[config.mk]
export PLATFORM = sky130hd
export DESIGN_NAME = fsc_top
export DESIGN_NICKNAME = d
export VERILOG_FILES = /design/src/rtl/fsc_pkg.sv /design/src/rtl/fsc_top.sv
export SDC_FILE = /design/constraint.sdc
export NUM_CORES = 1
export LEC_CHECK = 0
export ABC_AREA = 1
export BUFFER_PORTS_ARGS = -buffer_cell sky130_fd_sc_hd__buf_2
export CAP_MARGIN = 25
export CORE_ASPECT_RATIO = 1.5
export CORE_UTILIZATION = 60
export CTS_CLUSTER_SIZE = 14
export DETAILED_ROUTE_END_ITERATION = 8
export PLACE_DENSITY = 0.86
export SLEW_MARGIN = 10
export SYNTH_ARGS = -nofsm -noshare
export SYNTH_HDL_FRONTEND = slang
export SYNTH_SLANG_ARGS = --single-unit
[constraint.sdc]
create_clock -name pclk -period 3.2 [get_ports pclk]
set_clock_uncertainty 0.2 [all_clocks]
set_input_delay 0.16 -clock pclk [delete_from_list [all_inputs] [get_ports pclk]]
set_output_delay 0.16 -clock pclk [all_outputs]
set_load 0.005 [all_outputs]
[src/rtl/fsc_pkg.sv]
// Constants, encodings and types of the fail-safe clock and power block
package fsc_pkg;
  // Register byte addresses on the APB
  localparam logic [7:0] ADDR_CFG  = 8'h00;
  localparam logic [7:0] ADDR_INTC = 8'h04;
  localparam logic [7:0] ADDR_OSCC = 8'h08;
  localparam logic [7:0] ADDR_TUNE = 8'h0c;
  localparam logic [7:0] ADDR_PERIPHERAL_IRQ_ENABLE_SECOND = 8'h10;
  localparam logic [7:0] ADDR_PERIPHERAL_IRQ_FLAG_SECOND = 8'h14;
  localparam logic [7:0] ADDR_PERIPHERAL_IRQ_PRIORITY_SECOND = 8'h18;
  // Reset values
  localparam logic [7:0] RST_CFG  = 8'h00;
  localparam logic [7:0] RST_INTC = 8'h00;
  localparam logic [7:0] RST_OSCC = 8'h30;
  localparam logic [7:0] RST_TUNE = 8'h00;
  localparam logic [7:0] RST_PERIPHERAL_IRQ_ENABLE_SECOND = 8'h00;
  localparam logic [7:0] RST_PERIPHERAL_IRQ_FLAG_SECOND = 8'h00;
  localparam logic [7:0] RST_PERIPHERAL_IRQ_PRIORITY_SECOND = 8'hff;
  // Field positions
  localparam int CFG_TWO_SPEED_ENABLE_FUSE  = 7;
  localparam int CFG_MONITOR_ENABLE_FUSE = 6;
  localparam int OSC_IDLE_ON_SLEEP = 7;
  localparam int OSC_SOURCE_SELECT_UPPER  = 1;
  localparam int OSC_SCS0  = 0;
  localparam int OSCF_BIT  = 7;
  // Primary oscillator configuration codes (crystal kinds need the timer)
  localparam logic [3:0] FOSC_LP    = 4'h0;
  localparam logic [3:0] FOSC_XT    = 4'h1;
  localparam logic [3:0] FOSC_HS    = 4'h2;
  localparam logic [3:0] FOSC_HIGH_SPEED_MULTIPLIED_MODE = 4'h6;
  // Bit positions of the sampled clock levels
  localparam int B_PRI = 0;
  localparam int B_LF  = 3;
  // Timing counts
  localparam int LF_DIV     = 64;
  localparam int OST_CYCLES = 1024;
  localparam logic [4:0] LF_HALF_LAST = 5'(LF_DIV / 2 - 1);
  localparam logic [9:0] OST_LAST     = 10'(OST_CYCLES - 1);
  localparam logic       EDGE_LAST    = 1'b1;

  typedef enum logic [1:0] {
    SRC_PRI = 2'b00, SRC_SEC = 2'b01, SRC_INT = 2'b10
  } fsc_src_t;
  typedef enum logic [2:0] {
    SW_IDLE = 3'b000, SW_READY = 3'b001, SW_OLD = 3'b010,
    SW_HOLD = 3'b011, SW_NEW = 3'b100, SW_REL = 3'b101
  } fsc_sw_t;
  typedef enum logic [1:0] {
    PWR_RUN = 2'b00, PWR_IDLE = 2'b01, PWR_SLEEP = 2'b10
  } fsc_pwr_t;

  function automatic logic fsc_needs_ost(input logic [3:0] fosc);
    return (fosc == FOSC_LP) || (fosc == FOSC_XT) ||
           (fosc == FOSC_HS) || (fosc == FOSC_HIGH_SPEED_MULTIPLIED_MODE);
  endfunction
endpackage

[src/rtl/fsc_top.sv]
// Fail-safe clock monitor, clock switch and power-mode selector
// Overview of operation
// - Monitor works only with the enable fuse set, for every external mode.
// - Failures are flagged only after the start-up timer has expired.
// - Sample clock is the low-frequency internal clock divided by 64.
// - Detector latch sets on primary falling edge, clears on sample rise.
// - Failure when a whole sample half-period passes with no primary fall.
// - On failure switch to internal clock and set the clock-fail flag.
// - Interrupt request only when flag and its enable are both set.
// - After failure stay on internal clock; never return automatically.
// - Fallback internal frequency comes from the internal frequency field.
// - Fail-safe state clears only by reset, sleep or toggling upper select bit.
// - Each clearing restarts the timer; run on internal clock meanwhile.
// - Timer expiry clears fail-safe state and switches to external clock.
// - Software clears the flag without first clearing fail-safe state.
// - External clock and RC modes skip the start-up timer.
// - Enabled monitor also enables two-speed start-up.
// - Detector idle during start-up; ready bit shows switchover done.
// - Select 00 primary, 01 secondary, 1x internal oscillator block.
// - Switch at once to a running source, else wait for it.
// - Idle or sleep entered only by the sleep command, per idle bit.
// - Idle bit set: CPU clock stops, peripherals stay clocked.
// - Idle bit clear: all clocks stop; run modes clock both.
// - Clock source select field clears on every reset.
// - Start-up timer counts 1024 primary cycles in crystal modes.
// - Two old rises, hold low, two new rises, release on new fall.
`timescale 1ns/100ps
`default_nettype none
module fsc_top
  import fsc_pkg::*;
(
  input  wire logic        pclk,
  input  wire logic        presetn,
  input  wire logic        psel,
  input  wire logic        penable,
  input  wire logic        pwrite,
  input  wire logic [7:0]  paddr,
  input  wire logic [31:0] pwdata,
  output var  logic [31:0] prdata,
  output var  logic        pready,
  output var  logic        pslverr,
  input  wire logic        pri_clk,
  input  wire logic        sec_clk,
  input  wire logic        hf_clk,
  input  wire logic        lf_clk,
  input  wire logic        sec_ready,
  input  wire logic        sleep_exec,
  input  wire logic        wake_event,
  output var  logic        sys_clk,
  output var  fsc_src_t    sys_src,
  output var  logic        cpu_clk_en,
  output var  logic        periph_clk_en,
  output var  logic        clk_fail_irq,
  output var  logic [2:0]  int_freq_sel
);
  logic [3:0]  raw;
  logic [3:0]  prev;
  logic [3:0]  rise;
  logic [3:0]  fall;
  logic [7:0]  cfg, intc, oscc, tune, peripheral_irq_enable_second, peripheral_irq_flag_second, peripheral_irq_priority_second;
  logic [7:0]  next_cfg, next_intc, next_oscc, next_tune;
  logic [7:0]  next_peripheral_irq_enable_second, next_peripheral_irq_flag_second, next_peripheral_irq_priority_second;
  logic [31:0] next_prdata;
  logic        next_pready, next_pslverr;
  logic [7:0]  rd_val;
  logic        hit, wr, scs_toggle, primary_clock_ready, internal_osc_stable;
  logic [4:0]  lf_cnt, next_lf_cnt;
  logic        samp, next_samp, samp_rise, samp_fall;
  logic        det, next_det, armed, fail_det;
  logic [9:0]  ost_cnt, next_ost_cnt;
  logic        ost_done, next_ost_done, ost_expire, ost_restart, needs;
  logic        fs_active, next_fs;
  fsc_src_t    want, tgt, next_tgt, next_cur;
  fsc_sw_t     sw_state, next_sw_state;
  logic        sw_cnt, next_sw_cnt, hold, next_hold;
  logic        tgt_ready, old_dead, monitor_enable_fuse;
  fsc_pwr_t    pwr, next_pwr;

  // Per-source edge detection on the sampled clock levels
  assign raw = {lf_clk, hf_clk, sec_clk, pri_clk};
  for (genvar i = 0; i < 4; i++) begin : g_edge
    always_ff @(posedge pclk or negedge presetn) begin
      if (!presetn) begin
        prev[i] <= 1'b0;
      end else begin
        prev[i] <= raw[i];
      end
    end
    assign rise[i] = raw[i] & ~prev[i];
    assign fall[i] = ~raw[i] & prev[i];
  end

  // Status and decoded controls
  assign monitor_enable_fuse = cfg[CFG_MONITOR_ENABLE_FUSE];
  assign needs = fsc_needs_ost(cfg[3:0]);
  assign wr    = psel & penable & pready & pwrite;
  assign scs_toggle = wr && (paddr == ADDR_OSCC) &&
                      (pwdata[OSC_SOURCE_SELECT_UPPER] != oscc[OSC_SOURCE_SELECT_UPPER]);
  // ready bit shows the switchover finished
  assign primary_clock_ready = (sys_src == SRC_PRI) & ost_done & ~fs_active &
                (pwr != PWR_SLEEP);
  assign internal_osc_stable = (sys_src == SRC_INT) & (pwr != PWR_SLEEP);

  // Register file: one wait state, so read data is ready with pready
  always_comb begin
    next_cfg = cfg;
    next_intc = intc;
    next_oscc = oscc;
    next_tune = tune;
    next_peripheral_irq_enable_second = peripheral_irq_enable_second;
    next_peripheral_irq_flag_second = peripheral_irq_flag_second;
    next_peripheral_irq_priority_second = peripheral_irq_priority_second;
    next_prdata = prdata;
    next_pslverr = pslverr;
    next_pready = psel & penable & ~pready;
    hit = 1'b1;
    case (paddr)
      ADDR_CFG:  rd_val = cfg;
      ADDR_INTC: rd_val = intc;
      ADDR_OSCC: rd_val = {oscc[7:4], primary_clock_ready, internal_osc_stable, oscc[1:0]};
      ADDR_TUNE: rd_val = tune;
      ADDR_PERIPHERAL_IRQ_ENABLE_SECOND: rd_val = peripheral_irq_enable_second;
      ADDR_PERIPHERAL_IRQ_FLAG_SECOND: rd_val = peripheral_irq_flag_second;
      ADDR_PERIPHERAL_IRQ_PRIORITY_SECOND: rd_val = peripheral_irq_priority_second;
      default: begin
        rd_val = 8'h00;
        hit = 1'b0;
      end
    endcase
    if (psel & penable & ~pready) begin
      next_prdata = {24'h000000, rd_val};
      next_pslverr = ~hit;
    end
    if (wr) begin
      case (paddr)
        ADDR_CFG:  next_cfg = {pwdata[7:6], 2'b00, pwdata[3:0]};
        ADDR_INTC: next_intc = pwdata[7:0];
        // Status bits are live, never stored
        ADDR_OSCC: next_oscc = {pwdata[7:4], 2'b00, pwdata[1:0]};
        ADDR_TUNE: next_tune = pwdata[7:0];
        ADDR_PERIPHERAL_IRQ_ENABLE_SECOND: next_peripheral_irq_enable_second = pwdata[7:0];
        // flag write is independent of fail-safe state
        ADDR_PERIPHERAL_IRQ_FLAG_SECOND: next_peripheral_irq_flag_second = pwdata[7:0];
        ADDR_PERIPHERAL_IRQ_PRIORITY_SECOND: next_peripheral_irq_priority_second = pwdata[7:0];
        default: next_cfg = cfg;
      endcase
    end
    // failure set wins over a same-cycle software clear
    if (fail_det) begin
      next_peripheral_irq_flag_second[OSCF_BIT] = 1'b1;
    end
  end

  // Register file state; source select clears on reset
  always_ff @(posedge pclk or negedge presetn) begin
    if (!presetn) begin
      cfg <= RST_CFG;
      intc <= RST_INTC;
      oscc <= RST_OSCC;
      tune <= RST_TUNE;
      peripheral_irq_enable_second <= RST_PERIPHERAL_IRQ_ENABLE_SECOND;
      peripheral_irq_flag_second <= RST_PERIPHERAL_IRQ_FLAG_SECOND;
      peripheral_irq_priority_second <= RST_PERIPHERAL_IRQ_PRIORITY_SECOND;
      prdata <= 32'h00000000;
      pready <= 1'b0;
      pslverr <= 1'b0;
      clk_fail_irq <= 1'b0;
      int_freq_sel <= RST_OSCC[6:4];
    end else begin
      cfg <= next_cfg;
      intc <= next_intc;
      oscc <= next_oscc;
      tune <= next_tune;
      peripheral_irq_enable_second <= next_peripheral_irq_enable_second;
      peripheral_irq_flag_second <= next_peripheral_irq_flag_second;
      peripheral_irq_priority_second <= next_peripheral_irq_priority_second;
      prdata <= next_prdata;
      pready <= next_pready;
      pslverr <= next_pslverr;
      clk_fail_irq <= next_peripheral_irq_flag_second[OSCF_BIT] & next_peripheral_irq_enable_second[OSCF_BIT];
      // fallback frequency follows the field at all times
      int_freq_sel <= next_oscc[6:4];
    end
  end

  // Sample-clock divider, detector latch, start-up timer, fail-safe state
  // armed only after timer expiry, with the fuse set
  assign armed = monitor_enable_fuse & ost_done & ~fs_active & (pwr != PWR_SLEEP);
  assign ost_restart = scs_toggle | (wake_event & (pwr == PWR_SLEEP));
  assign samp_rise = next_samp & ~samp;
  assign samp_fall = ~next_samp & samp;
  // a whole half-period since the clearing rise saw no primary fall
  assign fail_det = armed & samp_fall & ~det & ~fall[B_PRI];
  // A restart that is done at once (no timer) still counts as an expiry,
  // otherwise a toggle in clock-input mode would never clear fail-safe
  assign ost_expire = next_ost_done & (~ost_done | ost_restart);
  always_comb begin
    next_lf_cnt = lf_cnt;
    next_samp = samp;
    // toggle every 32 low-frequency rises, period of 64
    if (rise[B_LF]) begin
      if (lf_cnt == LF_HALF_LAST) begin
        next_lf_cnt = 5'h00;
        next_samp = ~samp;
      end else begin
        next_lf_cnt = lf_cnt + 5'h01;
      end
    end
    // set on primary fall wins over clear on sample rise
    next_det = det;
    if (samp_rise) begin
      next_det = 1'b0;
    end
    if (fall[B_PRI]) begin
      next_det = 1'b1;
    end
    next_ost_cnt = ost_cnt;
    next_ost_done = ost_done;
    if (ost_restart) begin
      next_ost_cnt = 10'h000;
      // no timer for clock-input and RC modes
      next_ost_done = ~needs;
    end else if (pwr == PWR_SLEEP) begin
      next_ost_cnt = 10'h000;
      next_ost_done = 1'b0;
    end else if (!ost_done) begin
      if (!needs) begin
        next_ost_done = 1'b1;
      end else if (fall[B_PRI]) begin
        if (ost_cnt == OST_LAST) begin
          next_ost_done = 1'b1;
        end else begin
          next_ost_cnt = ost_cnt + 10'h001;
        end
      end
    end
    next_fs = fs_active;
    if (ost_expire) begin
      next_fs = 1'b0;
    end
    // failure enters fail-safe; armed only with the fuse set
    if (fail_det) begin
      next_fs = 1'b1;
    end
  end

  // Monitor state; fail-safe cleared by reset as well
  always_ff @(posedge pclk or negedge presetn) begin
    if (!presetn) begin
      lf_cnt <= 5'h00;
      samp <= 1'b0;
      det <= 1'b0;
      ost_cnt <= 10'h000;
      ost_done <= 1'b0;
      // any reset clears the fail-safe state
      fs_active <= 1'b0;
    end else begin
      lf_cnt <= next_lf_cnt;
      samp <= next_samp;
      det <= next_det;
      ost_cnt <= next_ost_cnt;
      ost_done <= next_ost_done;
      fs_active <= next_fs;
    end
  end

  // Source wanted by software and fail-safe state
  always_comb begin
    if (oscc[OSC_SOURCE_SELECT_UPPER]) begin
      want = SRC_INT;
    end else if (oscc[OSC_SCS0]) begin
      want = SRC_SEC;
    // primary only once the state is cleared by the timer
    end else if (ost_done & ~fs_active) begin
      want = SRC_PRI;
    end else if (cfg[CFG_TWO_SPEED_ENABLE_FUSE] | monitor_enable_fuse | fs_active) begin
      want = SRC_INT;
    end else begin
      want = SRC_PRI;
    end
    case (tgt)
      SRC_PRI: tgt_ready = ost_done & ~fs_active;
      SRC_SEC: tgt_ready = sec_ready;
      default: tgt_ready = 1'b1;
    endcase
  end

  // A failed primary gives no edges, so its half of the handshake is skipped
  assign old_dead = (sys_src == SRC_PRI) & fs_active;

  // Clock switch sequencer
  always_comb begin
    next_sw_state = sw_state;
    next_tgt = tgt;
    next_sw_cnt = sw_cnt;
    next_hold = hold;
    next_cur = sys_src;
    case (sw_state)
      SW_IDLE: begin
        if (want != sys_src) begin
          next_tgt = want;
          next_sw_state = SW_READY;
        end
      end
      // a running target passes this state at once
      SW_READY: begin
        next_sw_cnt = 1'b0;
        if (want != tgt) begin
          next_tgt = want;
          if (want == sys_src) begin
            next_sw_state = SW_IDLE;
          end
        end else if (tgt_ready) begin
          if (old_dead) begin
            next_hold = 1'b1;
            next_sw_state = SW_NEW;
          end else begin
            next_sw_state = SW_OLD;
          end
        end
      end
      // two rises of the old clock
      SW_OLD: begin
        if (old_dead) begin
          next_hold = 1'b1;
          next_sw_state = SW_NEW;
        end else if (rise[sys_src]) begin
          if (sw_cnt == EDGE_LAST) begin
            next_sw_state = SW_HOLD;
          end else begin
            next_sw_cnt = 1'b1;
          end
        end
      end
      // hold low from an old falling edge, so no runt pulse
      SW_HOLD: begin
        if (fall[sys_src] | old_dead) begin
          next_hold = 1'b1;
          next_sw_cnt = 1'b0;
          next_sw_state = SW_NEW;
        end
      end
      // two rises of the new clock
      SW_NEW: begin
        if (rise[tgt]) begin
          if (sw_cnt == EDGE_LAST) begin
            next_sw_state = SW_REL;
          end else begin
            next_sw_cnt = 1'b1;
          end
        end
      end
      // release on the next falling edge of the new clock
      SW_REL: begin
        if (fall[tgt]) begin
          next_hold = 1'b0;
          next_cur = tgt;
          next_sw_state = SW_IDLE;
        end
      end
      default: next_sw_state = SW_IDLE;
    endcase
  end

  // Power mode selection from the sleep command
  always_comb begin
    next_pwr = pwr;
    case (pwr)
      // only the sleep command leaves run
      PWR_RUN: begin
        if (sleep_exec) begin
          next_pwr = oscc[OSC_IDLE_ON_SLEEP] ? PWR_IDLE : PWR_SLEEP;
        end
      end
      PWR_IDLE, PWR_SLEEP: begin
        if (wake_event) begin
          next_pwr = PWR_RUN;
        end
      end
      default: next_pwr = PWR_RUN;
    endcase
  end

  // Switch and power state; reset starts on the internal block
  always_ff @(posedge pclk or negedge presetn) begin
    if (!presetn) begin
      sw_state <= SW_IDLE;
      tgt <= SRC_INT;
      sw_cnt <= 1'b0;
      hold <= 1'b0;
      sys_src <= SRC_INT;
      pwr <= PWR_RUN;
      sys_clk <= 1'b0;
      cpu_clk_en <= 1'b1;
      periph_clk_en <= 1'b1;
    end else begin
      sw_state <= next_sw_state;
      tgt <= next_tgt;
      sw_cnt <= next_sw_cnt;
      hold <= next_hold;
      sys_src <= next_cur;
      pwr <= next_pwr;
      sys_clk <= raw[next_cur] & ~next_hold & (next_pwr != PWR_SLEEP);
      cpu_clk_en <= (next_pwr == PWR_RUN);
      periph_clk_en <= (next_pwr != PWR_SLEEP);
    end
  end
endmodule
`default_nettype wire

==> out/metrics.yaml <==
clocking:
  worstSkewPairLatency_ns: 0.34
  clk_pin_slew_ns: 0.07
  numClockSinks: 100
  cts_tree: "yes"
  clockBufferDepth: 2
  cts_setup_buffers: 0
  cts-buffers-inserted: 9
  root_buffer: "clkbuf_16"
  h-tree-depth: 3
sta:
  drv_slew: 0
  tightest_slew_ns: 0.707
  rsz0062_at_grt: "false"
  relSlewSlack_pct: 52.6
  period_share_pct: 73.5
  finalHoldViolCount: 0
  fin_tns_setup_ns: 0
  min_period_ns: 2.35
  fin_ws_ns: 0.849
  finalSetupViolations: 0
  fmax_mhz: 425
synthesis:
  synth_area_per_cell_um2: 7.68
  synthDistinctLibCells: 36
  yosysWarnings: 0
  netlist_area_um2: 5320
  synthCells: 693
  synth_seq_cells: 100
  synth_flop_cell: "dfrtp_1"
  async_flop_share_pct: 100
  yosysSeqAreaShare_pct: 47.4
  synth-edff-count: 0
finish:
  syn2layout_area_growth_pct: 13.3
  final_area_um2: 6030
  instances_no_fill: 867
  fin_nets: 813
  drive_above_1_share_pct: 13.2
  diodes: 0
  fillers: 661
drt:
  vias: 4832
  drc: 0
  drt-vias-per-instance: 5.57
  drt_first_pass_iters: 5
  avgRoutedWirePerCell_um: 15.0
  drt_wl_total_um: 13000
  ant_nets: 0
  drt_iter0_markers: 396
floorplanning:
  die_y_um: 117
  io_pins: 95
  rows: 41
  core_area_um2: 8520
  dieArea_um2: 9260
  initial_core_util_pct: 62.5
  die_w_um: 78.9
setup_path:
  criticalPathCategory: "flip-flop to flip-flop"
  regToRegSetupSlack_ns: 0.85
  startpoint_type: "flip-flop"
  worstReg2RegEnd: "ost_cnt[3]$_DFFE_PN0P_"
  crit_fanout: 7
  r2r_start: "ost_cnt[0]$_DFFE_PN0P_"
  cp.arrival_ns: 2.39
  cp-end-kind: "flip-flop"
  max_stage_delay_ns: 0.39
  reg2reg_depth: 9
  cp_slowest_cell: "dfrtp_1"
  cp.required_ns: 3.24
  crit_chain: "ha_1 > nand4_1 > nor2_1 > nand3_1 > nand3_2 > inv_1 > nor2_1 > nor2_1 > o21a_1"
  path_common_cell: "nor2_1"
power_and_ir_drop:
  p_int_mw: 2.41
  share_seq_of_total_power_pct: 43.2
  power_density_nw_per_um2: 588
  power_frac_comb_pct: 23.3
  p_leak_nw: 3.06
  power.share.switching_pct: 32.0
  p_sw_mw: 1.14
  power_frac_clock_pct: 33.5
  irDropWorstVdd_uv: 335
status:
  status: "finished, final reports clean"
run:
  cap_violations: 0
min_path:
  min_path_type: "input port to flip-flop"
  min-delay-start: "wake_event"
  hold_depth: 4
  hold_end: "pwr[1]$_DFF_PN0_"
grt:
  grt_max_degree: 52
  grt_usage_pct: 29.9
  grt_pass1_wl_um: 21400
  antenna_found_initial: 0
  grt_pass1_vias: 4658
  grt-ovfl-total: 0
placed_design:
  placedCellCount: 836
  dpl_worst_slack_ns: 0.891
  gp_congestion: 0.911
  dp_hpwl_um: 9270
  io_buffers: 46
  postPlaceCellArea_um2: 5560
==> cells in the mapped netlist, types with 7 or more instances <==
library cell    n  area, um^2
buf_4          27         203
o21ai_0        67         335
nand3_1        60         300
inv_1          83         312
dfrtp_1        86        2150
dfstp_2        14         368
nor2_1         50         188
nand4_1        16         100
a21oi_1        18        90.1
nand2_1       203         762
nor3_1          7        35.0
==> worst max-delay path: cells and delay by family, from the launching register on <==
family                     cells  cell delay [ns]
and+or+nand+nor                6             1.09
AOI/OAI and AO/OA              1             0.17
DFF                            1             0.39
adders and majority gates      1             0.23
buffers and inverters          1             0.16
==> how the worst max path moves through the flow <==
stage / from / to / slack [ns] / cells past startpoint
after detailed placement: ost_cnt[0]$_DFFE_PN0P_ / ost_cnt[3]$_DFFE_PN0P_ / 0.89 / 9
after floorplan: ost_cnt[0]$_DFFE_PN0P_ / ost_cnt[3]$_DFFE_PN0P_ / 1.28 / 9
final: ost_cnt[0]$_DFFE_PN0P_ / ost_cnt[3]$_DFFE_PN0P_ / 0.85 / 9
after CTS: ost_cnt[0]$_DFFE_PN0P_ / ost_cnt[3]$_DFFE_PN0P_ / 0.87 / 9
after global routing: ost_cnt[0]$_DFFE_PN0P_ / ost_cnt[3]$_DFFE_PN0P_ / 0.65 / 9
after global placement: ost_cnt[0]$_DFFE_PN0P_ / ost_cnt[5]$_DFFE_PN0P_ / 1.02 / 9
==> sequential cells by signal (all words and copies together) (netlist names), 2 cells and up <==
name / count
peripheral_irq_priority_second: 8
ost_cnt: 10
peripheral_irq_enable_second: 8
cfg: 6
pwr: 2
tgt: 2
tune: 8
peripheral_irq_flag_second: 8
lf_cnt: 5
prev: 4
oscc: 6
intc: 8
sys_src: 2
sw_state: 3
prdata: 8
==> power groups by stage <==
stage	clock network (mW)	logic [mW]	registers, mW
after floorplan	0	0.605	1.52
after global placement	0	0.751	1.54
after detailed placement	0	0.789	1.55
after CTS	1.20	0.822	1.53
after global routing	1.25	0.932	1.55
final	1.19	0.825	1.53
==> final cells by class <==
class / count / area [um^2] / area share, %
clock buffer: 10 / 239 / 3.96
clock inverter: 6 / 86.3 / 1.43
inverter: 86 / 323 / 5.35
multi-input combinational: 494 / 2320 / 38.5
sequential: 100 / 2520 / 41.8
tap: 107 / 134 / 2.22
timing repair buffer: 64 / 405 / 6.72
==> cell families after synthesis <==
| family | Yosys count | share of synthesized area [%] |
|---|---|---|
| other | 1 | 0.0705 |
| buffers and inverters | 122 | 10.6 |
| adders and majority gates | 6 | 1.41 |
| AOI/OAI and AO/OA | 105 | 10.8 |
| xor gates and xnor gates | 5 | 0.823 |
| and+or+nand+nor | 354 | 28.9 |
| DFF | 100 | 47.4 |
==> layer usage <==
metal | vias up | global-route usage (%) | part of all wire, %
met5 | - | 0 | 0
met4 | 0 | 16.1 | 3.8
met3 | 46 | 4.90 | 5.5
met2 | 224 | 52.2 | 52
met1 | 2237 | 34.4 | 38
li1 | 2325 | - | -
==> placed cells by master, fill, tap and decap left out, types with 5 or more instances in the layout <==
| cell type | Yosys | routed |
|---|---|---|
| nor3_1 | 7 | 7 |
| nand3_1 | 60 | 60 |
| dlygate4sd3_1 | 0 | 15 |
| xor2_1 | 5 | 5 |
| inv_1 | 83 | 83 |
| conb_1 | 1 | 24 |
| nor2_1 | 50 | 50 |
| a21oi_1 | 18 | 18 |
| dfrtp_1 | 86 | 86 |
| buf_2 | 4 | 45 |
| o21ai_0 | 67 | 67 |
| nand2_1 | 203 | 203 |
| ha_1 | 6 | 6 |
| nand2_2 | 6 | 6 |
| dfstp_2 | 14 | 14 |
| clkbuf_16 | 0 | 9 |
| nand4_1 | 16 | 16 |
==> per-stage QoR <==
step / hold WS, ns / total power, mW / utilization [%]
CTS: 0.0267 / 3.55 / 70.8
detailed placement: 0.0343 / 2.34 / 65.2
floorplan: -0.336 / 2.12 / -
global route: 0.0568 / 3.73 / 70.8
global placement: 0.0290 / 2.29 / 65.2
finish: 0.0229 / 3.55 / 70.8
==> timing repair <==
action | 4_1_cts | 5_1_grt
gates resized for setup | 0 | 0
hold buffers | 15 | 0
hold endpoints to repair | 74 | 0
(Power assumes the default switching activity.)
